[config.mk]
export PLATFORM = sky130hd
export DESIGN_NAME = sfbp_host
export DESIGN_NICKNAME = d
export VERILOG_FILES = /design/src/pkg/sfbp_pkg.sv /design/src/pkg/sfbp_shift_if.sv /design/src/rtl/sfbp_host.sv /design/src/rtl/sfbp_shifter.sv
export VERILOG_INCLUDE_DIRS = /design/src /design/src/pkg
export SDC_FILE = /design/constraint.sdc
export NUM_CORES = 1
export LEC_CHECK = 0
export BUFFER_PORTS_ARGS = -buffer_cell sky130_fd_sc_hd__buf_2
export CORE_MARGIN = 5
export CORE_UTILIZATION = 59
export DETAILED_ROUTE_END_ITERATION = 10
export PLACE_DENSITY = 0.8
export SLEW_MARGIN = 20
export SYNTH_ARGS = -nofsm -noshare
export SYNTH_HDL_FRONTEND = slang
export SYNTH_SLANG_ARGS = --single-unit
[constraint.sdc]
create_clock -name clock -period 5.7 [get_ports clock]
set_input_delay 0.855 -clock clock [delete_from_list [all_inputs] [get_ports clock]]
set_output_delay 0.855 -clock clock [all_outputs]
set_load 0.02 [all_outputs]
[src/pkg/sfbp_defines.svh]
// Register map, opcodes, field positions and timing counts of the buffer-program host
`ifndef SFBP_DEFINES_SVH
`define SFBP_DEFINES_SVH
// ----------------------------------------
// Register byte offsets
// ----------------------------------------
`define SFBP_OFF_CTRL 5'h00
`define SFBP_OFF_ADDR 5'h04
`define SFBP_OFF_LEN 5'h08
`define SFBP_OFF_DATA 5'h0c
`define SFBP_OFF_STAT 5'h10
// ----------------------------------------
// Field positions
// ----------------------------------------
`define SFBP_CTRL_CMD_LSB 0
`define SFBP_CTRL_M264_BIT 3
`define SFBP_CTRL_GO_BIT 8
`define SFBP_ADDR_BFA_LSB 0
`define SFBP_ADDR_PAGE_LSB 16
`define SFBP_STAT_ACTIVE_BIT 0
`define SFBP_STAT_RXV_BIT 1
`define SFBP_STAT_TXF_BIT 2
`define SFBP_STAT_POLL_BIT 3
`define SFBP_STAT_EPE_BIT 4
`define SFBP_STAT_DONE_BIT 5
// ----------------------------------------
// Opcodes
// ----------------------------------------
`define SFBP_OP_RD_FAST 8'hd4
`define SFBP_OP_RD_SLOW 8'hd1
`define SFBP_OP_BUF_WR 8'h84
`define SFBP_OP_PG_ERASE 8'h83
`define SFBP_OP_PG_NOERASE 8'h88
`define SFBP_OP_WR_ERASE 8'h82
`define SFBP_DUMMY_BYTE 8'h00
// ----------------------------------------
// Reset values and timing counts
// ----------------------------------------
`define SFBP_RST_M264 1'b0
`define SFBP_SCK_HALF 4
`define SFBP_CS_GAP 4'h6
`endif

[src/pkg/sfbp_pkg.sv]
// Types shared by the buffer-program host modules
package sfbp_pkg;
  typedef enum logic [2:0] {
    SFBP_RD_FAST,
    SFBP_RD_SLOW,
    SFBP_BUF_WR,
    SFBP_PG_ERASE,
    SFBP_PG_NOERASE,
    SFBP_WR_ERASE
  } sfbp_cmd_t;

  typedef enum {
    SFBP_IDLE,
    SFBP_OPC,
    SFBP_ADR,
    SFBP_DUMMY,
    SFBP_DATA,
    SFBP_END,
    SFBP_POLL_OP,
    SFBP_POLL_RD
  } sfbp_state_t;
endpackage

[src/pkg/sfbp_shift_if.sv]
// Byte handshake between the command sequencer and the serial shifter
`timescale 1ns/1ns
interface sfbp_shift_if;
  logic start;
  logic [7:0] tx;
  logic [7:0] rx;
  logic done;
  logic busy;
  modport ctrl (output start, output tx, input rx, input done, input busy);
  modport shift (input start, input tx, output rx, output done, output busy);
endinterface

[src/rtl/sfbp_host.sv]
// Host controller for the flash buffer read, write and buffer-program commands
//
// Chosen here: the address map and the Avalon-MM register port.
`timescale 1ns/1ns
`include "sfbp_defines.svh"
module sfbp_host #(
  parameter logic [7:0] STAT_OPCODE = 8'hd7,
  parameter int RDY_BIT = 7,
  parameter int EPE_BIT = 5
) (
  input wire logic clock,
  input wire logic reset,
  input wire logic [4:0] avs_address,
  input wire logic avs_read,
  input wire logic avs_write,
  input wire logic [31:0] avs_writedata,
  output logic [31:0] avs_readdata,
  output logic avs_waitrequest,
  output logic flash_cs_n,
  output logic flash_sck,
  output logic flash_mosi,
  input wire logic flash_miso
);
  import sfbp_pkg::*;

  sfbp_shift_if sh_if ();

  sfbp_shifter #(.HALF(`SFBP_SCK_HALF)) u_shift (
    .clock(clock),
    .reset(reset),
    .bus(sh_if),
    .miso(flash_miso),
    .sck(flash_sck),
    .mosi(flash_mosi)
  );

  sfbp_state_t state_r, state_nxt;
  sfbp_cmd_t cmd_r, cmd_nxt;
  logic m264_r, m264_nxt, csn_r, csn_nxt, pend_r, pend_nxt, start_r, start_nxt;
  logic poll_r, poll_nxt, epe_r, epe_nxt, done_r, done_nxt;
  logic txv_r, txv_nxt, rxv_r, rxv_nxt, wait_r, wait_nxt;
  logic [9:0] page_r, page_nxt;
  logic [8:0] bfa_r, bfa_nxt;
  logic [15:0] len_r, len_nxt, cnt_r, cnt_nxt;
  logic [1:0] ab_r, ab_nxt;
  logic [3:0] gap_r, gap_nxt;
  logic [7:0] shtx_r, shtx_nxt, tx_r, tx_nxt, rx_r, rx_nxt;
  logic [31:0] rd_r, rd_nxt;
  logic [23:0] aw;
  logic acc, acc_wr, acc_rd, go, is_prog, is_read, has_data;

  // ----------------------------------------
  // Command encoding
  // ----------------------------------------
  function automatic logic [7:0] opcode(input sfbp_cmd_t c);
    case (c)
      SFBP_RD_FAST: return `SFBP_OP_RD_FAST;
      SFBP_RD_SLOW: return `SFBP_OP_RD_SLOW;
      SFBP_BUF_WR: return `SFBP_OP_BUF_WR;
      SFBP_PG_ERASE: return `SFBP_OP_PG_ERASE;
      SFBP_PG_NOERASE: return `SFBP_OP_PG_NOERASE;
      default: return `SFBP_OP_WR_ERASE;
    endcase
  endfunction

  function automatic logic [23:0] addr_word(input sfbp_cmd_t c, input logic m,
                                            input logic [9:0] pg, input logic [8:0] bf);
    case (c)
      SFBP_PG_ERASE, SFBP_PG_NOERASE: return m ? {5'h00, pg, 9'h000} : {6'h00, pg, 8'h00};
      SFBP_WR_ERASE: return m ? {5'h00, pg, bf} : {6'h00, pg, bf[7:0]};
      default: return m ? {15'h0000, bf} : {16'h0000, bf[7:0]};
    endcase
  endfunction

  assign aw = addr_word(cmd_r, m264_r, page_r, bfa_r);
  assign is_prog = (cmd_r == SFBP_PG_ERASE) || (cmd_r == SFBP_PG_NOERASE)
                   || (cmd_r == SFBP_WR_ERASE);
  assign is_read = (cmd_r == SFBP_RD_FAST) || (cmd_r == SFBP_RD_SLOW);
  assign has_data = is_read || (cmd_r == SFBP_BUF_WR) || (cmd_r == SFBP_WR_ERASE);

  // ----------------------------------------
  // Avalon slave, one wait state per access
  // ----------------------------------------
  assign acc = (avs_read || avs_write) && !wait_r;
  assign acc_wr = avs_write && !wait_r;
  assign acc_rd = avs_read && !wait_r;
  assign go = acc_wr && (avs_address == `SFBP_OFF_CTRL) && avs_writedata[`SFBP_CTRL_GO_BIT];

  always_comb begin
    wait_nxt = !((avs_read || avs_write) && wait_r);
    rd_nxt = rd_r;
    if ((avs_read || avs_write) && wait_r) begin
      case (avs_address)
        `SFBP_OFF_CTRL: rd_nxt = {23'h0, 1'b0, 4'h0, m264_r, cmd_r};
        `SFBP_OFF_ADDR: rd_nxt = {6'h00, page_r, 7'h00, bfa_r};
        `SFBP_OFF_LEN: rd_nxt = {16'h0000, len_r};
        `SFBP_OFF_DATA: rd_nxt = {24'h000000, rx_r};
        `SFBP_OFF_STAT: rd_nxt = {26'h0, done_r, epe_r, poll_r, txv_r, rxv_r,
                                  state_r != SFBP_IDLE};
        default: rd_nxt = 32'h00000000;
      endcase
    end
  end

  // ----------------------------------------
  // Command sequencer
  // ----------------------------------------
  always_comb begin
    state_nxt = state_r;
    cmd_nxt = cmd_r;
    m264_nxt = m264_r;
    page_nxt = page_r;
    bfa_nxt = bfa_r;
    len_nxt = len_r;
    cnt_nxt = cnt_r;
    ab_nxt = ab_r;
    gap_nxt = gap_r;
    csn_nxt = csn_r;
    pend_nxt = pend_r;
    start_nxt = 1'b0;
    shtx_nxt = shtx_r;
    poll_nxt = poll_r;
    epe_nxt = epe_r;
    done_nxt = done_r;
    tx_nxt = tx_r;
    txv_nxt = txv_r;
    rx_nxt = rx_r;
    rxv_nxt = rxv_r;
    if (acc_wr && state_r == SFBP_IDLE) begin
      case (avs_address)
        `SFBP_OFF_CTRL: begin
          cmd_nxt = sfbp_cmd_t'(avs_writedata[`SFBP_CTRL_CMD_LSB +: 3]);
          m264_nxt = avs_writedata[`SFBP_CTRL_M264_BIT];
        end
        `SFBP_OFF_ADDR: begin
          bfa_nxt = avs_writedata[`SFBP_ADDR_BFA_LSB +: 9];
          page_nxt = avs_writedata[`SFBP_ADDR_PAGE_LSB +: 10];
        end
        `SFBP_OFF_LEN: len_nxt = avs_writedata[15:0];
        default: ;
      endcase
    end
    if (acc_wr && avs_address == `SFBP_OFF_DATA) begin
      tx_nxt = avs_writedata[7:0];
      txv_nxt = 1'b1;
    end
    if (acc_rd && avs_address == `SFBP_OFF_DATA) begin
      rxv_nxt = 1'b0;
    end
    if (acc_wr && avs_address == `SFBP_OFF_STAT && avs_writedata[`SFBP_STAT_DONE_BIT]) begin
      done_nxt = 1'b0;
    end
    case (state_r)
      SFBP_IDLE: begin
        csn_nxt = 1'b1;
        if (go) begin
          // new command only while idle, i.e. after ready was seen
          cmd_nxt = sfbp_cmd_t'(avs_writedata[`SFBP_CTRL_CMD_LSB +: 3]);
          m264_nxt = avs_writedata[`SFBP_CTRL_M264_BIT];
          cnt_nxt = len_r;
          csn_nxt = 1'b0;
          poll_nxt = 1'b0;
          state_nxt = SFBP_OPC;
        end
      end
      SFBP_OPC, SFBP_POLL_OP: begin
        if (!pend_r) begin
          start_nxt = 1'b1;
          shtx_nxt = (state_r == SFBP_OPC) ? opcode(cmd_r) : STAT_OPCODE;
          pend_nxt = 1'b1;
        end else if (sh_if.done) begin
          pend_nxt = 1'b0;
          ab_nxt = 2'h0;
          state_nxt = (state_r == SFBP_OPC) ? SFBP_ADR : SFBP_POLL_RD;
        end
      end
      SFBP_ADR: begin
        if (!pend_r) begin
          start_nxt = 1'b1;
          shtx_nxt = (ab_r == 2'h0) ? aw[23:16] : (ab_r == 2'h1) ? aw[15:8] : aw[7:0];
          pend_nxt = 1'b1;
        end else if (sh_if.done) begin
          pend_nxt = 1'b0;
          ab_nxt = ab_r + 2'h1;
          if (ab_r == 2'h2) begin
            // dummy byte for the fast read only
            if (cmd_r == SFBP_RD_FAST) begin
              state_nxt = SFBP_DUMMY;
            end else begin
              state_nxt = (has_data && cnt_r != 16'h0000) ? SFBP_DATA : SFBP_END;
            end
          end
        end
      end
      SFBP_DUMMY: begin
        if (!pend_r) begin
          start_nxt = 1'b1;
          shtx_nxt = `SFBP_DUMMY_BYTE;
          pend_nxt = 1'b1;
        end else if (sh_if.done) begin
          pend_nxt = 1'b0;
          state_nxt = (cnt_r != 16'h0000) ? SFBP_DATA : SFBP_END;
        end
      end
      SFBP_DATA: begin
        // bytes stall on software, so chip select stays low across the pause
        if (!pend_r && (is_read ? !rxv_r : txv_r)) begin
          start_nxt = 1'b1;
          shtx_nxt = is_read ? `SFBP_DUMMY_BYTE : tx_r;
          txv_nxt = !is_read && acc_wr && avs_address == `SFBP_OFF_DATA;
          pend_nxt = 1'b1;
        end else if (pend_r && sh_if.done) begin
          pend_nxt = 1'b0;
          cnt_nxt = cnt_r - 16'h0001;
          if (is_read) begin
            rx_nxt = sh_if.rx;
            rxv_nxt = 1'b1;
          end
          if (cnt_r == 16'h0001) begin
            state_nxt = SFBP_END;
          end
        end
      end
      SFBP_POLL_RD: begin
        if (!pend_r) begin
          start_nxt = 1'b1;
          shtx_nxt = `SFBP_DUMMY_BYTE;
          pend_nxt = 1'b1;
        end else if (sh_if.done) begin
          pend_nxt = 1'b0;
          epe_nxt = sh_if.rx[EPE_BIT];
          poll_nxt = !sh_if.rx[RDY_BIT];
          state_nxt = SFBP_END;
        end
      end
      SFBP_END: begin
        // chip select rise ends the frame and, after a program command, starts programming
        csn_nxt = 1'b1;
        gap_nxt = gap_r + 4'h1;
        if (gap_r == `SFBP_CS_GAP) begin
          gap_nxt = 4'h0;
          if ((state_r == SFBP_END) && (is_prog && !poll_r && ab_r != 2'h0)) begin
            poll_nxt = 1'b1;
          end
          if (is_prog && (poll_r || ab_r != 2'h0)) begin
            // keep polling while the device reports busy
            ab_nxt = 2'h0;
            csn_nxt = !(poll_r || ab_r != 2'h0);
            state_nxt = (poll_r || ab_r != 2'h0) ? SFBP_POLL_OP : SFBP_IDLE;
            if (!poll_r && ab_r == 2'h0) begin
              done_nxt = 1'b1;
            end
          end else begin
            state_nxt = SFBP_IDLE;
            done_nxt = 1'b1;
          end
        end
      end
      default: state_nxt = SFBP_IDLE;
    endcase
  end

  always_ff @(posedge clock or posedge reset) begin
    if (reset) begin
      state_r <= SFBP_IDLE;
      cmd_r <= SFBP_RD_FAST;
      m264_r <= `SFBP_RST_M264;
      page_r <= 10'h000;
      bfa_r <= 9'h000;
      len_r <= 16'h0000;
      cnt_r <= 16'h0000;
      ab_r <= 2'h0;
      gap_r <= 4'h0;
      csn_r <= 1'b1;
      pend_r <= 1'b0;
      start_r <= 1'b0;
      shtx_r <= 8'h00;
      poll_r <= 1'b0;
      epe_r <= 1'b0;
      done_r <= 1'b0;
      tx_r <= 8'h00;
      txv_r <= 1'b0;
      rx_r <= 8'h00;
      rxv_r <= 1'b0;
      wait_r <= 1'b1;
      rd_r <= 32'h00000000;
    end else begin
      state_r <= state_nxt;
      cmd_r <= cmd_nxt;
      m264_r <= m264_nxt;
      page_r <= page_nxt;
      bfa_r <= bfa_nxt;
      len_r <= len_nxt;
      cnt_r <= cnt_nxt;
      ab_r <= ab_nxt;
      gap_r <= gap_nxt;
      csn_r <= csn_nxt;
      pend_r <= pend_nxt;
      start_r <= start_nxt;
      shtx_r <= shtx_nxt;
      poll_r <= poll_nxt;
      epe_r <= epe_nxt;
      done_r <= done_nxt;
      tx_r <= tx_nxt;
      txv_r <= txv_nxt;
      rx_r <= rx_nxt;
      rxv_r <= rxv_nxt;
      wait_r <= wait_nxt;
      rd_r <= rd_nxt;
    end
  end

  assign sh_if.start = start_r;
  assign sh_if.tx = shtx_r;
  assign flash_cs_n = csn_r;
  assign avs_readdata = rd_r;
  assign avs_waitrequest = wait_r;
endmodule

[src/rtl/sfbp_shifter.sv]
// Mode-0 serial byte shifter that makes the link clock by division
`timescale 1ns/1ns
`include "sfbp_defines.svh"
module sfbp_shifter #(
  parameter int HALF = `SFBP_SCK_HALF
) (
  input wire logic clock,
  input wire logic reset,
  sfbp_shift_if.shift bus,
  input wire logic miso,
  output logic sck,
  output logic mosi
);
  import sfbp_pkg::*;
  logic m1_r, m2_r;
  logic busy_r, busy_nxt, sck_r, sck_nxt, mosi_r, mosi_nxt, done_r, done_nxt;
  logic [2:0] bit_r, bit_nxt;
  logic [7:0] sh_r, sh_nxt;
  logic [7:0] div_r, div_nxt;

  // ----------------------------------------
  // Next state
  // ----------------------------------------
  always_comb begin
    busy_nxt = busy_r;
    sck_nxt = sck_r;
    mosi_nxt = mosi_r;
    bit_nxt = bit_r;
    sh_nxt = sh_r;
    div_nxt = div_r;
    done_nxt = 1'b0;
    if (!busy_r) begin
      if (bus.start) begin
        busy_nxt = 1'b1;
        sh_nxt = bus.tx;
        mosi_nxt = bus.tx[7];
        bit_nxt = 3'h0;
        div_nxt = 8'h00;
      end
    end else if (div_r == 8'(HALF - 1)) begin
      div_nxt = 8'h00;
      if (!sck_r) begin
        sck_nxt = 1'b1;
      end else begin
        // Sample late in the high phase so the synchroniser delay is covered
        sck_nxt = 1'b0;
        sh_nxt = {sh_r[6:0], m2_r};
        if (bit_r == 3'h7) begin
          busy_nxt = 1'b0;
          done_nxt = 1'b1;
        end else begin
          bit_nxt = bit_r + 3'h1;
          mosi_nxt = sh_r[6];
        end
      end
    end else begin
      div_nxt = div_r + 8'h01;
    end
  end

  always_ff @(posedge clock or posedge reset) begin
    if (reset) begin
      m1_r <= 1'b0;
      m2_r <= 1'b0;
      busy_r <= 1'b0;
      sck_r <= 1'b0;
      mosi_r <= 1'b0;
      bit_r <= 3'h0;
      sh_r <= 8'h00;
      div_r <= 8'h00;
      done_r <= 1'b0;
    end else begin
      m1_r <= miso;
      m2_r <= m1_r;
      busy_r <= busy_nxt;
      sck_r <= sck_nxt;
      mosi_r <= mosi_nxt;
      bit_r <= bit_nxt;
      sh_r <= sh_nxt;
      div_r <= div_nxt;
      done_r <= done_nxt;
    end
  end

  assign bus.busy = busy_r;
  assign bus.done = done_r;
  assign bus.rx = sh_r;
  assign sck = sck_r;
  assign mosi = mosi_r;
endmodule

# After elaboration in Yosys (flattened, before gate mapping)
# Cells that the tools add are included.
dict set report word_totals {
  ff_bits 183
  wordCells 267
}
dict set report op_classes {
  add_sub_neg 5
  n_eq_ne 48
  mux 115
  n_bitwise 1
  n_reduce_logical 67
}
# cell n
set ops {}
lappend ops {{$mux W32} 14}
lappend ops {{$pmux W32 S7} 1}
lappend ops {{$pmux W26 S5} 1}
lappend ops {{$eq A32 B3 Y1 const B} 4}
lappend ops {{$mux W8} 15}
lappend ops {{$eq A32 B2 Y1 const B} 3}
lappend ops {{$logic_not A32 Y1} 2}
lappend ops {{$mux W1} 49}
lappend ops {{$mux W16} 3}
lappend ops {{$mux W3} 13}
lappend ops {{$mux W19} 2}
lappend ops {{$ne A2 B2 Y1 const B} 19}
lappend ops {{$pmux W19 S2} 1}
lappend ops {{$pmux W7 S5} 1}
lappend ops {{$eq A32 B1 Y1 const B} 1}
lappend ops {{$eq A32 B4 Y1 const B} 1}
lappend ops {{$pmux W16 S2} 1}
lappend ops {{$pmux W8 S4} 1}
lappend ops {{$reduce_bool A32 Y1} 1}
lappend ops {{$logic_and A1 B1 Y1} 20}
lappend ops {{$eq A16 B1 Y1 const B} 1}
lappend ops {{$reduce_bool A16 Y1} 1}
lappend ops {{$sub A16 B1 Y16 const B} 1}
lappend ops {{$reduce_and A14 Y1} 1}
lappend ops {{39 further kinds} 79}

# Depth between registers and ports, before layout
# Gate-level depths: netlist of the first run.
dict set report depth {
  ltp_word 11
  ltp_mapped 8
  mapped_depth_nobuf 7
}

# Modules after synthesis
# A second synthesis of the first run with hierarchy kept.
dict set report hier_totals {
  cells_unflattened 727
  hier_area_um2 7543.5
}
# mod n_inst cells_each area_per_inst_um2
set by_module_without_submodules {}
lappend by_module_without_submodules {sfbp_host 1 607 6324.8}
lappend by_module_without_submodules {sfbp_shifter 1 120 1218.7}

# Worst setup path after synthesis of the first run
# OpenSTA, ideal clock, no wires.
dict set report synth_timing {
  path_type {input -> register}
  start {in avs_address[4]}
  end {reg bfa_r[0]}
  setup_ps 125
  t_arrival_ps 2156
  required_time_ps 5575
  setup_slack_ps 3419
  stages 8
  path_buffers 4
  path_cell_list {clkbuf_2 > nor3_2 > buf_4 > and2_1 > buf_4 > nand2_4 > buf_2 > mux2_2}
}
dict set report synth_via {
  elab_chain_cells 2
}
# item line
set synth_rtl {}
lappend synth_rtl {{from (decl)} sfbp_host.sv:13} ;# input wire logic [4:0] avs_address,
lappend synth_rtl {{$eq A5 B3 Y1} sfbp_host.sv:130} ;# case (avs_address)
lappend synth_rtl {{$reduce_and A2 Y1 (no source line)} -}
lappend synth_rtl {{to (signal assigned)} sfbp_host.sv:292} ;# bfa_r <= bfa_nxt;
lappend synth_rtl {{to (decl)} sfbp_host.sv:43} ;# logic [8:0] bfa_r, bfa_nxt;
# Every way passes these cells.
# A chain may end at the register's enable or synchronous reset.

# Final worst setup path of the first run
dict set report layout_timing {
  start {reg state_r[0]}
  end {reg shtx_r[5] (netlist: sh_if.tx[5])}
}
dict set report layout_via {
  elab_chain_cells 4
  elab_cells_between_ends 18
}
# item line
set layout_rtl {}
lappend layout_rtl {{from (decl)} sfbp_host.sv:37} ;# sfbp_state_t state_r, state_nxt;
lappend layout_rtl {{from (signal assigned)} sfbp_host.sv:288} ;# state_r <= state_nxt;
lappend layout_rtl {{$eq A32 B2 Y1 (tied with other cells)} sfbp_host.sv:169} ;# shtx_nxt = (state_r == SFBP_OPC) ? opcode(cmd_r) : STAT_OPCODE;
lappend layout_rtl {{$mux W8 (tied with other cells)} sfbp_host.sv:169}
lappend layout_rtl {{$mux W8 (tied with other cells)} sfbp_host.sv:167} ;# if (!pend_r) begin
lappend layout_rtl {{$pmux W8 S4 / $reduce_and A5 Y1 (equally long branches)} -}
lappend layout_rtl {{to (signal assigned)} sfbp_host.sv:300} ;# shtx_r <= shtx_nxt;
lappend layout_rtl {{to (decl)} sfbp_host.sv:47} ;# logic [7:0] shtx_r, shtx_nxt, tx_r, tx_nxt, rx_r, rx_nxt;
# Several ways; a longest one is shown, not always the timed one. The select of a mux whose other input is x is not followed.

==> reports/qor.csv, run 1 <==
metric;value;unit
P_leak;3.970;nW
Layout Nets;828;
fin crit share;0.5125;
post-synthesis cell type count;83;
worst-margin pin slew;1.086;ns
unrepaired setup endpoints after global routing;false;
initial core utilization;0.6024;
status;complete, no violations;
HP Class;reg -> reg;
Synth Instances;727;
critical path capture point type;register;
CP required;6.01;ns
Die Wd;123.7;um
Setup crit start kind;register;
Diodes inserted;0;
Synth Cell Area;0.007632;mm2
Post-synth top flop;dfrtp_1;
Int Pwr;2.010;mW
GRT Util Overall;0.2623;
Power Density;342.5;mW/mm2
most frequent cells in the layout;146 x dfrtp_1, 74 x o21ai_0, 67 x nand2_1;
relative slew slack;0.2693;
DR WL/cell;19.88;um
Post-CTS Hold Fix Bufs;0;
DR vias;6040;
Power, Total;2.924;mW
DRC viols;0;
total negative setup slack;0;ns
Final ANT Viol Nets;0;
clk sinks;148;
Post-synth EDFFs;0;
TritonRoute pass-1 iters;6;
clk root buf;clkbuf_16;
clock latency on the worst-skew pair;0.42;ns
pins over their slew limit;0;
Clock transition at path regs;0.06;ns
most common cell after layout, fill and taps aside;dfrtp_1;
deepest clock path buffer count;2;
Max Freq;0.3423;GHz
# resized after CTS;0;
Syn Area/Cell;10.50;um2
setup violators final;0;
crit path DAT;3.23;ns
initial antenna violation count;0;
TritonCTS Buffers;17;
CTS H-tree depth;4;
Area growth, synth to finish;11.87;%
Std-Cell Core Area;0.01267;mm2
NetSw;0.9143;mW
max_cap viols;0;
Seq/Total Area, Yosys;0.4856;
DRT iter0 DRCs;558;
postcts setup bufs;0;
IO buf count;65;
CTS tree;built;
crit path time final;2.921;ns
largest net degree at the start of global routing;80;
Layout Cells excl Fill;962;
vias in the first global route;5934;
Cells after DPL;930;
GPL Wtd Cong;0.9427;
# rows;41;
Sequential Power Share;0.443;
asr flop ratio synth;1.000;
global-route wire length before repair;31.02;mm
via/cell ratio;6.279;
Die Area;0.01531;mm2
Logic pwr share;0.184;
Max rail drop VDD;0.2587;mV
Final HPWL DP;13.32;mm
Fin. Hold Viols;0;
clk_skew;0.008687;ns
Die Y;123.7;um
Ports;78;
Remaining Overflow, GRT;0;
Post-Route WL;19.12;mm
share of cells above drive strength 1;0.2405;
switch share;0.3126;
register bit total from synthesis;148;
power share of the clock group;0.373;
crit path max fanout;31;
Synth warnings;0;
critical path type;reg -> reg;
[critical path, stage by stage, from the launching register on]
cell	delay (ns)
dfrtp_1	1.06
or3b_1	0.90
nor2_1	0.25
a22oi_1	0.20
o21ai_0	0.12
mux2_2	0.27
[layer usage]
metal / vias up / part of all wire / global-route usage
li1: 2760 / - / -
met1: 2993 / 0.43 / 0.3542
met2: 244 / 0.49 / 0.4174
met3: 43 / 0.058 / 0.05631
met4: 0 / 0.029 / 0.09896
met5: - / 0 / 0
[state kept, by name, summed over array words and instances (netlist names), 4 cells and up]
register and count:
u_shift.bus.rx 8, sh_if.tx 8, cnt_r 16, rx_r 8, u_shift.div_r 8, len_r 16, avs_readdata 26, bfa_r 9
gap_r 4, tx_r 8, page_r 10
[cell usage after synthesis (3+ instances only)]
cell       instances  area share
nor4_1             3      0.0025
inv_1             16      0.0079
a22o_1            11       0.013
o2bb2ai_1          3      0.0034
a21oi_1           38       0.025
nor3_1            11      0.0072
mux2_2            64       0.094
buf_4             10      0.0098
nor3b_1            4      0.0039
buf_2             12      0.0079
clkbuf_1          12      0.0059
o31ai_1            4      0.0039
dfrtp_1          146        0.48
nand3_1           15      0.0098
a22oi_1           13       0.013
o21ai_1            7      0.0046
nand2b_1           8      0.0066
nand4_1            4      0.0033
nand2_1           67       0.033
a221oi_1           7      0.0080
and3_1             8      0.0066
mux2i_1           24       0.031
o22ai_1            9      0.0074
o21ai_0           75       0.049
o211ai_1           4      0.0039
or2_2              3      0.0025
nor2b_1            6      0.0049
xnor2_1            3      0.0034
ha_1               9       0.015
nor2_1            49       0.024
a31oi_1            8      0.0066
buf_6              6      0.0089
[area by class of cell]
cell class,instances,area [um2]
clock buffer,22,444.2
clock inverter,10,127.6
fill,998,4133
inverter,17,68.82
multi-input combinational,524,3621
sequential,148,3706
tap,172,215.2
timing repair buffer,69,355.3
[logic make-up after synthesis]
group                    Yosys count  synth area share
AO/OA/AOI/OAI                    207            0.1733
flip-flops                       148            0.4856
AND/OR/NAND/NOR                  208            0.1495
adder cells (fa/ha/maj)            9           0.01475
other                              1         0.0004913
XOR/XNOR                           5          0.005739
multiplexers                      89            0.1277
buffers and inverters             60           0.04295
[worst paths after layout]
check | endpoint | cells after the start | startpoint | slack, ns
worst min register to register | u_shift.m2_r$_DFF_PP0_ | 0 | u_shift.m1_r$_DFF_PP0_ | 0.35
worst max-delay path | sh_if.tx[5]$_DFFE_PP0P_ | 5 | state_r[0]$_DFFE_PP0P_ | 2.78
worst max register to register | sh_if.tx[5]$_DFFE_PP0P_ | 5 | state_r[0]$_DFFE_PP0P_ | 2.78
min in group asynchronous | gap_r[3]$_DFFE_PP0P_ | 2 | reset | 0.54
worst min-delay path | u_shift.m2_r$_DFF_PP0_ | 0 | u_shift.m1_r$_DFF_PP0_ | 0.35
max in group asynchronous | m264_r$_DFF_PP0_ | 3 | reset | 3.77
[power by group through the flow]
stage	Clock [mW]	Sequential [mW]	Combinational, mW
after floorplan	0	1.25	0.461
after global placement	0	1.30	0.494
after detailed placement	0	1.31	0.524
after CTS	1.10	1.29	0.532
after global routing	1.15	1.31	0.599
final	1.09	1.30	0.538
[per-stage QoR]
step	area, um2	setup slack (ns)	hold slack [ns]	util
2_1_floorplan	7651	0.8686	0.3312	-
3_3_place_gp	7966	2.712	0.3435	0.6287
3_5_place_dp	7966	2.681	0.3418	0.6287
4_1_cts	8538	2.818	0.3538	0.6738
5_1_grt	8538	2.560	0.3693	0.6738
6_report	8538	2.779	0.3515	0.6738
(Power assumes the default switching activity.)
==> inputs of run 2 (changes only) <==
- CORE_UTILIZATION: 59 -> 54
- PLACE_DENSITY: 0.8 -> 0.77
- clock period: 5.7 -> 2.37 ns (I/O delays scaled with it)
==> run 2 against run 1 <==
- first-iteration DRC count rose by 28%
- setup slack got worse by 2.7 ns
- global-route usage fell by 1.3 points
- combinational power rose to 2.7 times the previous value
- cell count rose by 3.4%
- largest cell class unchanged
- highest routed layer unchanged
==> reports/qor.csv, run 2 (same netlist as run 1, synthesis figures left out) <==
metric;value;unit;change
status;complete, no violations;;unchanged
postcts setup bufs;0;;unchanged
Worst Hold Path Cells;1;;was 0
Final HPWL DP;14.06;mm;was 13.32 mm
crit path DAT;2.55;ns;was 3.23 ns
TritonRoute pass-1 iters;5;;was 6
Layout Nets;853;;was 828
pins over their slew limit;0;;unchanged
TritonCTS Buffers;17;;unchanged
Hold WS;0.03562;ns;was 0.3515 ns
largest net degree at the start of global routing;82;;was 80
clk root buf;clkbuf_16;;unchanged
Layout Cells excl Fill;995;;was 962
Max Freq;0.4454;GHz;was 0.3423 GHz
initial antenna violation count;0;;unchanged
initial core utilization;0.5498;;was 0.6024
Area growth, synth to finish;15.46;%;was 11.87%
dpl ws;0.1831;ns;was 2.681 ns
post-layout worst setup margin;0.1247;ns;was 2.779 ns
CP required;2.68;ns;was 6.01 ns
crit path max fanout;6;;was 31
critical path capture point type;register;;unchanged
P_leak;4.123;nW;was 3.970 nW
Die Wd;128.9;um;was 123.7 um
clock latency on the worst-skew pair;0.43;ns;was 0.42 ns
CTS H-tree depth;4;;unchanged
Int Pwr;4.981;mW;was 2.010 mW
Ports;78;;unchanged
most frequent cells in the layout;146 x dfrtp_1, 74 x o21ai_0, 67 x nand2_1;;unchanged
setup violators final;0;;unchanged
worst reg2reg path depth;6;;was 5
share of cells above drive strength 1;0.2699;;was 0.2405
unrepaired setup endpoints after global routing;false;;unchanged
switch share;0.3150;;was 0.3126
max reg flops;26;;unchanged
Remaining Overflow, GRT;0;;unchanged
critical path type;reg -> reg;;unchanged
fin crit share;0.9474;;was 0.5125
deepest clock path buffer count;2;;unchanged
Setup crit start kind;register;;unchanged
Clock transition at path regs;0.06;ns;about the same
GRT Util Overall;0.2489;;was 0.2623
Die Area;0.01661;mm2;was 0.01531 mm2
GPL Wtd Cong;0.9456;;was 0.9427
Worst R2R End;poll_r$_DFFE_PP0P_;;was sh_if.tx[5]$_DFFE_PP0P_
Logic pwr share;0.200;;was 0.184
hold_sp;flash_miso;;was u_shift.m1_r$_DFF_PP0_
Sequential Power Share;0.416;;was 0.443
Std-Cell Core Area;0.01388;mm2;was 0.01267 mm2
clk sinks;148;;unchanged
# rows;43;;was 41
Post-Route WL;19.56;mm;was 19.12 mm
NetSw;2.290;mW;was 0.9143 mW
max_cap viols;0;;unchanged
DRT iter0 DRCs;713;;was 558
total negative setup slack;0;ns;unchanged
global-route wire length before repair;32.31;mm;was 31.02 mm
vias in the first global route;6074;;was 5934
Fin. Hold Viols;0;;unchanged
Diodes inserted;0;;unchanged
power share of the clock group;0.384;;was 0.373
relative slew slack;0.5586;;was 0.2693
HP Class;in -> reg;;was reg -> reg
Power Density;825.1;mW/mm2;was 342.5 mW/mm2
r2r setup slk;0.12;ns;was 2.78 ns
# resized after CTS;0;;unchanged
worst flop-to-flop path startpoint;ab_r[0]$_DFFE_PP0P_;;was state_r[0]$_DFFE_PP0P_
crit path from;ab_r[0]$_DFFE_PP0P_;;was state_r[0]$_DFFE_PP0P_
IO buf count;65;;unchanged
Final ANT Viol Nets;0;;unchanged
worst min-delay path endpoint;u_shift.m1_r$_DFF_PP0_;;was u_shift.m2_r$_DFF_PP0_
Cells after DPL;963;;was 930
worst-margin pin slew;0.6560;ns;was 1.086 ns
DRC viols;0;;unchanged
DR vias;6082;;was 6040
most common cell after layout, fill and taps aside;dfrtp_1;;unchanged
Max rail drop VDD;0.5506;mV;was 0.2587 mV
CTS tree;built;;unchanged
via/cell ratio;6.113;;was 6.279
DR WL/cell;19.66;um;was 19.88 um
clk_skew;0.01324;ns;was 0.008687 ns
Post-CTS Hold Fix Bufs;0;;unchanged
crit path time final;2.245;ns;was 2.921 ns
Die Y;128.9;um;was 123.7 um
==> run 2: how the worst max path moves through the flow <==
stage	endpoint	slack (ns)
finish	poll_r$_DFFE_PP0P_	0.12
global route	sh_if.tx[1]$_DFFE_PP0P_	0.008
CTS	poll_r$_DFFE_PP0P_	0.16
detailed placement	poll_r$_DFFE_PP0P_	0.18
global placement	sh_if.tx[5]$_DFFE_PP0P_	0.26
floorplan	ab_r[0]$_DFFE_PP0P_	0.16
==> run 2: critical path, stage by stage (launching register included) <==
cell	delay (ns)
dfrtp_1	0.41
inv_1	0.09
ha_1	0.32
a2111oi_0	0.52
o31ai_1	0.12
a311oi_1	0.30
mux2_2	0.37
==> run 2: metrics by stage <==
| stage | utilization | instance area, um2 | power [mW] |
|---|---|---|---|
| final | 0.6348 | 8812 | 7.271 |
| after floorplan | - | 7655 | 4.104 |
| after CTS | 0.6342 | 8803 | 7.291 |
| after global placement | 0.5899 | 8188 | 4.422 |
| after detailed placement | 0.5899 | 8188 | 4.503 |
| after global routing | 0.6348 | 8812 | 7.637 |
==> run 2: cell type report <==
cell class	count	area [um2]
Fill cell	1083	5069
Multi-Input combinational cell	524	3630
Inverter	17	67.56
Timing Repair Buffer	94	568.0
Sequential cell	148	3706
Clock inverter	13	162.7
Tap cell	180	225.2
Clock buffer	19	452.9
==> run 2: power by group through the flow <==
| stage | Clock [mW] | Sequential (mW) | Combinational, mW |
|---|---|---|---|
| 6_report | 2.79 | 3.02 | 1.45 |
| 5_1_grt | 2.95 | 3.06 | 1.63 |
| 4_1_cts | 2.83 | 3.02 | 1.45 |
| 3_5_place_dp | 0 | 3.06 | 1.44 |
| 3_3_place_gp | 0 | 3.04 | 1.38 |
| 2_1_floorplan | 0 | 2.99 | 1.11 |
==> run 2: per-layer routing <==
layer,vias up,part of all wire,global-route usage
li1,2794,-,-
met1,3030,0.43,0.3414
met2,222,0.48,0.3924
met3,36,0.066,0.05562
met4,0,0.027,0.08709
met5,-,0,0
==> inputs of run 3 (changes only) <==
- clock period: 2.37 -> 1.92 ns (I/O delays scaled with it)
==> run 3 against run 2 <==
- non-clock buffer count up 45
- wire length is 1.3% higher
- total power up 29%
- cell count increased by 4.5%
- utilization is 3.8 points higher
- die area did not move
- via count rose by 4.0%
- setup slack lost 0.099 ns
- critical path type unchanged
- critical endpoint is now sh_if.tx[5]$_DFFE_PP0P_
- largest cell class is now multi-input gates
==> reports/qor.csv, run 3 (same netlist as run 1, synthesis figures left out) <==
metric;value;unit;change
largest net degree at the start of global routing;72;;was 82
vias in the first global route;6097;;was 6074
crit path DAT;2.27;ns;was 2.55 ns
share of cells above drive strength 1;0.3314;;was 0.2699
Worst path max stage delay;0.36;ns;was 0.52 ns
deepest clock path buffer count;2;;unchanged
initial antenna violation count;0;;unchanged
Cells after DPL;994;;was 963
GRT Util Overall;0.2443;;was 0.2489
clk root buf;clkbuf_16;;unchanged
Power, Total;9.354;mW;was 7.271 mW
# rows;43;;unchanged
crit path time final;1.895;ns;was 2.245 ns
Final ANT Viol Nets;0;;unchanged
fin crit share;0.9869;;was 0.9474
most common cell after layout, fill and taps aside;dfrtp_1;;unchanged
Layout Cells excl Fill;1040;;was 995
Max rail drop VDD;0.6535;mV;was 0.5506 mV
worst path cell trace;inv_2, ha_4, buf_6, nor4b_4, nor4b_4, buf_4, a22oi_2, o21ai_1, mux2_4;;was inv_1, ha_1, a2111oi_0, o31ai_1, a311oi_1, mux2_2
Most common cell on crit path;nor4b_4;;
post-layout worst setup margin;0.02521;ns;was 0.1247 ns
DR vias;6326;;was 6082
max_cap viols;0;;unchanged
via/cell ratio;6.083;;was 6.113
global-route wire length before repair;31.69;mm;was 32.31 mm
Power Density;1001;mW/mm2;was 825.1 mW/mm2
setup violators final;0;;unchanged
Die Area;0.01661;mm2;unchanged
Post-Route WL;19.81;mm;was 19.56 mm
initial core utilization;0.5498;;unchanged
Fin. Hold Viols;0;;unchanged
Setup crit start kind;register;;unchanged
clock latency on the worst-skew pair;0.43;ns;about the same
critical path type;reg -> reg;;unchanged
status;complete, no violations;;unchanged
Layout Nets;898;;was 853
TritonCTS Buffers;17;;unchanged
DRT iter0 DRCs;414;;was 713
clk_skew;0.01093;ns;was 0.01324 ns
dpl ws;-0.06066;ns;was 0.1831 ns
unrepaired setup endpoints after global routing;true;;was false
pins over their slew limit;0;;unchanged
GPL Wtd Cong;0.9679;;was 0.9456
DRC viols;0;;unchanged
Clock transition at path regs;0.07;ns;was 0.06 ns
Remaining Overflow, GRT;0;;unchanged
CTS H-tree depth;4;;unchanged
relative slew slack;0.5832;;was 0.5586
Die Wd;128.9;um;unchanged
Diodes inserted;0;;unchanged
HP Class;in -> async;;was in -> reg
max reg flops;26;;unchanged
Ports;78;;unchanged
Die Y;128.9;um;unchanged
Area growth, synth to finish;22.38;%;was 15.46%
Final HPWL DP;14.12;mm;was 14.06 mm
Worst path slowest cell;dfrtp_1;;was a2111oi_0
worst-margin pin slew;0.6229;ns;was 0.6560 ns
DR WL/cell;19.05;um;was 19.66 um
CP required;2.29;ns;was 2.68 ns
TritonRoute pass-1 iters;5;;unchanged
clk sinks;148;;unchanged
Max Freq;0.5278;GHz;was 0.4454 GHz
critical path capture point type;register;;unchanged
crit path max fanout;4;;was 6
IO buf count;65;;unchanged
P_leak;4.377;nW;was 4.123 nW
CTS tree;built;;unchanged
Layout fillers;1040;;was 1083
Std-Cell Core Area;0.01388;mm2;unchanged
most frequent cells in the layout;144 x dfrtp_1, 70 x o21ai_0, 67 x nand2_1;;was 146 x dfrtp_1, 74 x o21ai_0, 67 x nand2_1
==> run 3: cell count changes in the layout (fill, tap and decap cells not counted), moves of 3 or more <==
cell / delta
buf_4: +37
ha_1: -3
a221oi_1: -3
o21ai_0: -4
buf_12: +3
a221oi_2: +3
o21ai_1: +3
buf_6: +4
==> run 3: critical path, delay by kind of cell (launching register included) <==
family | cells | cell delay [ns]
compound gates | 2 | 0.18
fa+ha+maj | 1 | 0.17
buf+inv | 3 | 0.39
flops | 1 | 0.36
mux | 1 | 0.15
simple gates | 2 | 0.60
==> run 3: path summary, 6_finish.rpt <==
path / startpoint / slack [ns] / to / depth (start not counted)
worst min register to register: u_shift.m1_r$_DFF_PP0_ / 0.35 / u_shift.m2_r$_DFF_PP0_ / 0
worst min-delay path: reset / 0.004 / u_shift.div_r[7]$_DFFE_PP0P_ / 3
worst max register to register: ab_r[1]$_DFFE_PP0P_ / 0.03 / sh_if.tx[5]$_DFFE_PP0P_ / 9
max in group asynchronous: reset / 1.53 / avs_waitrequest$_DFF_PP1_ / 3
min in group clock: avs_writedata[15] / 0.09 / len_r[15]$_DFFE_PP0P_ / 2
worst max-delay path: ab_r[1]$_DFFE_PP0P_ / 0.03 / sh_if.tx[5]$_DFFE_PP0P_ / 9
==> run 3: per-layer routing <==
layer / track usage / share of wire / up-vias
met5: 0 / 0 / -
met4: 0.1081 / 0.036 / 0
met3: 0.04898 / 0.068 / 51
met2: 0.3854 / 0.47 / 287
met1: 0.3286 / 0.42 / 3092
li1: - / - / 2896
==> run 3: final cells by class <==
type,instances,area (um2),share of cell area
Clock buffer,18,429.2,0.04595
Clock inverter,14,201.4,0.02157
Inverter,17,67.56,0.007234
Multi-Input combinational cell,524,3747,0.4012
Sequential cell,148,3709,0.3971
Tap cell,180,225.2,0.02411
Timing Repair Buffer,139,960.9,0.1029
==> run 3: repair_timing <==
item / 4_1_cts / 5_1_grt
setup buffers: 1 / 12
endpoints found under the setup margin: 12 / 25
endpoints found under the hold margin: 1 / 0
hold buffers: 1 / 0
resized for setup: 7 / 28
pin swaps: 2 / 15
==> run 3: stage by stage <==
step                TNS (ns)    util  cell area, um2  hold slack [ns]
global placement           0  0.6093            8458           0.3375
CTS                        0  0.6575            9126          0.01929
finish                     0  0.6729            9340         0.004130
global route         -0.3292  0.6729            9340          0.03882
floorplan             -33.19       -            7655           0.3194
detailed placement   -0.1618  0.6093            8458           0.3387
==> run 3: power by group <==
group	internal, mW	switching, mW	total [mW]	leakage [nW]
logic	0.884	1.24	2.12	2.09
registers	3.42	0.263	3.69	1.98
clock network	2.19	1.35	3.54	0.307
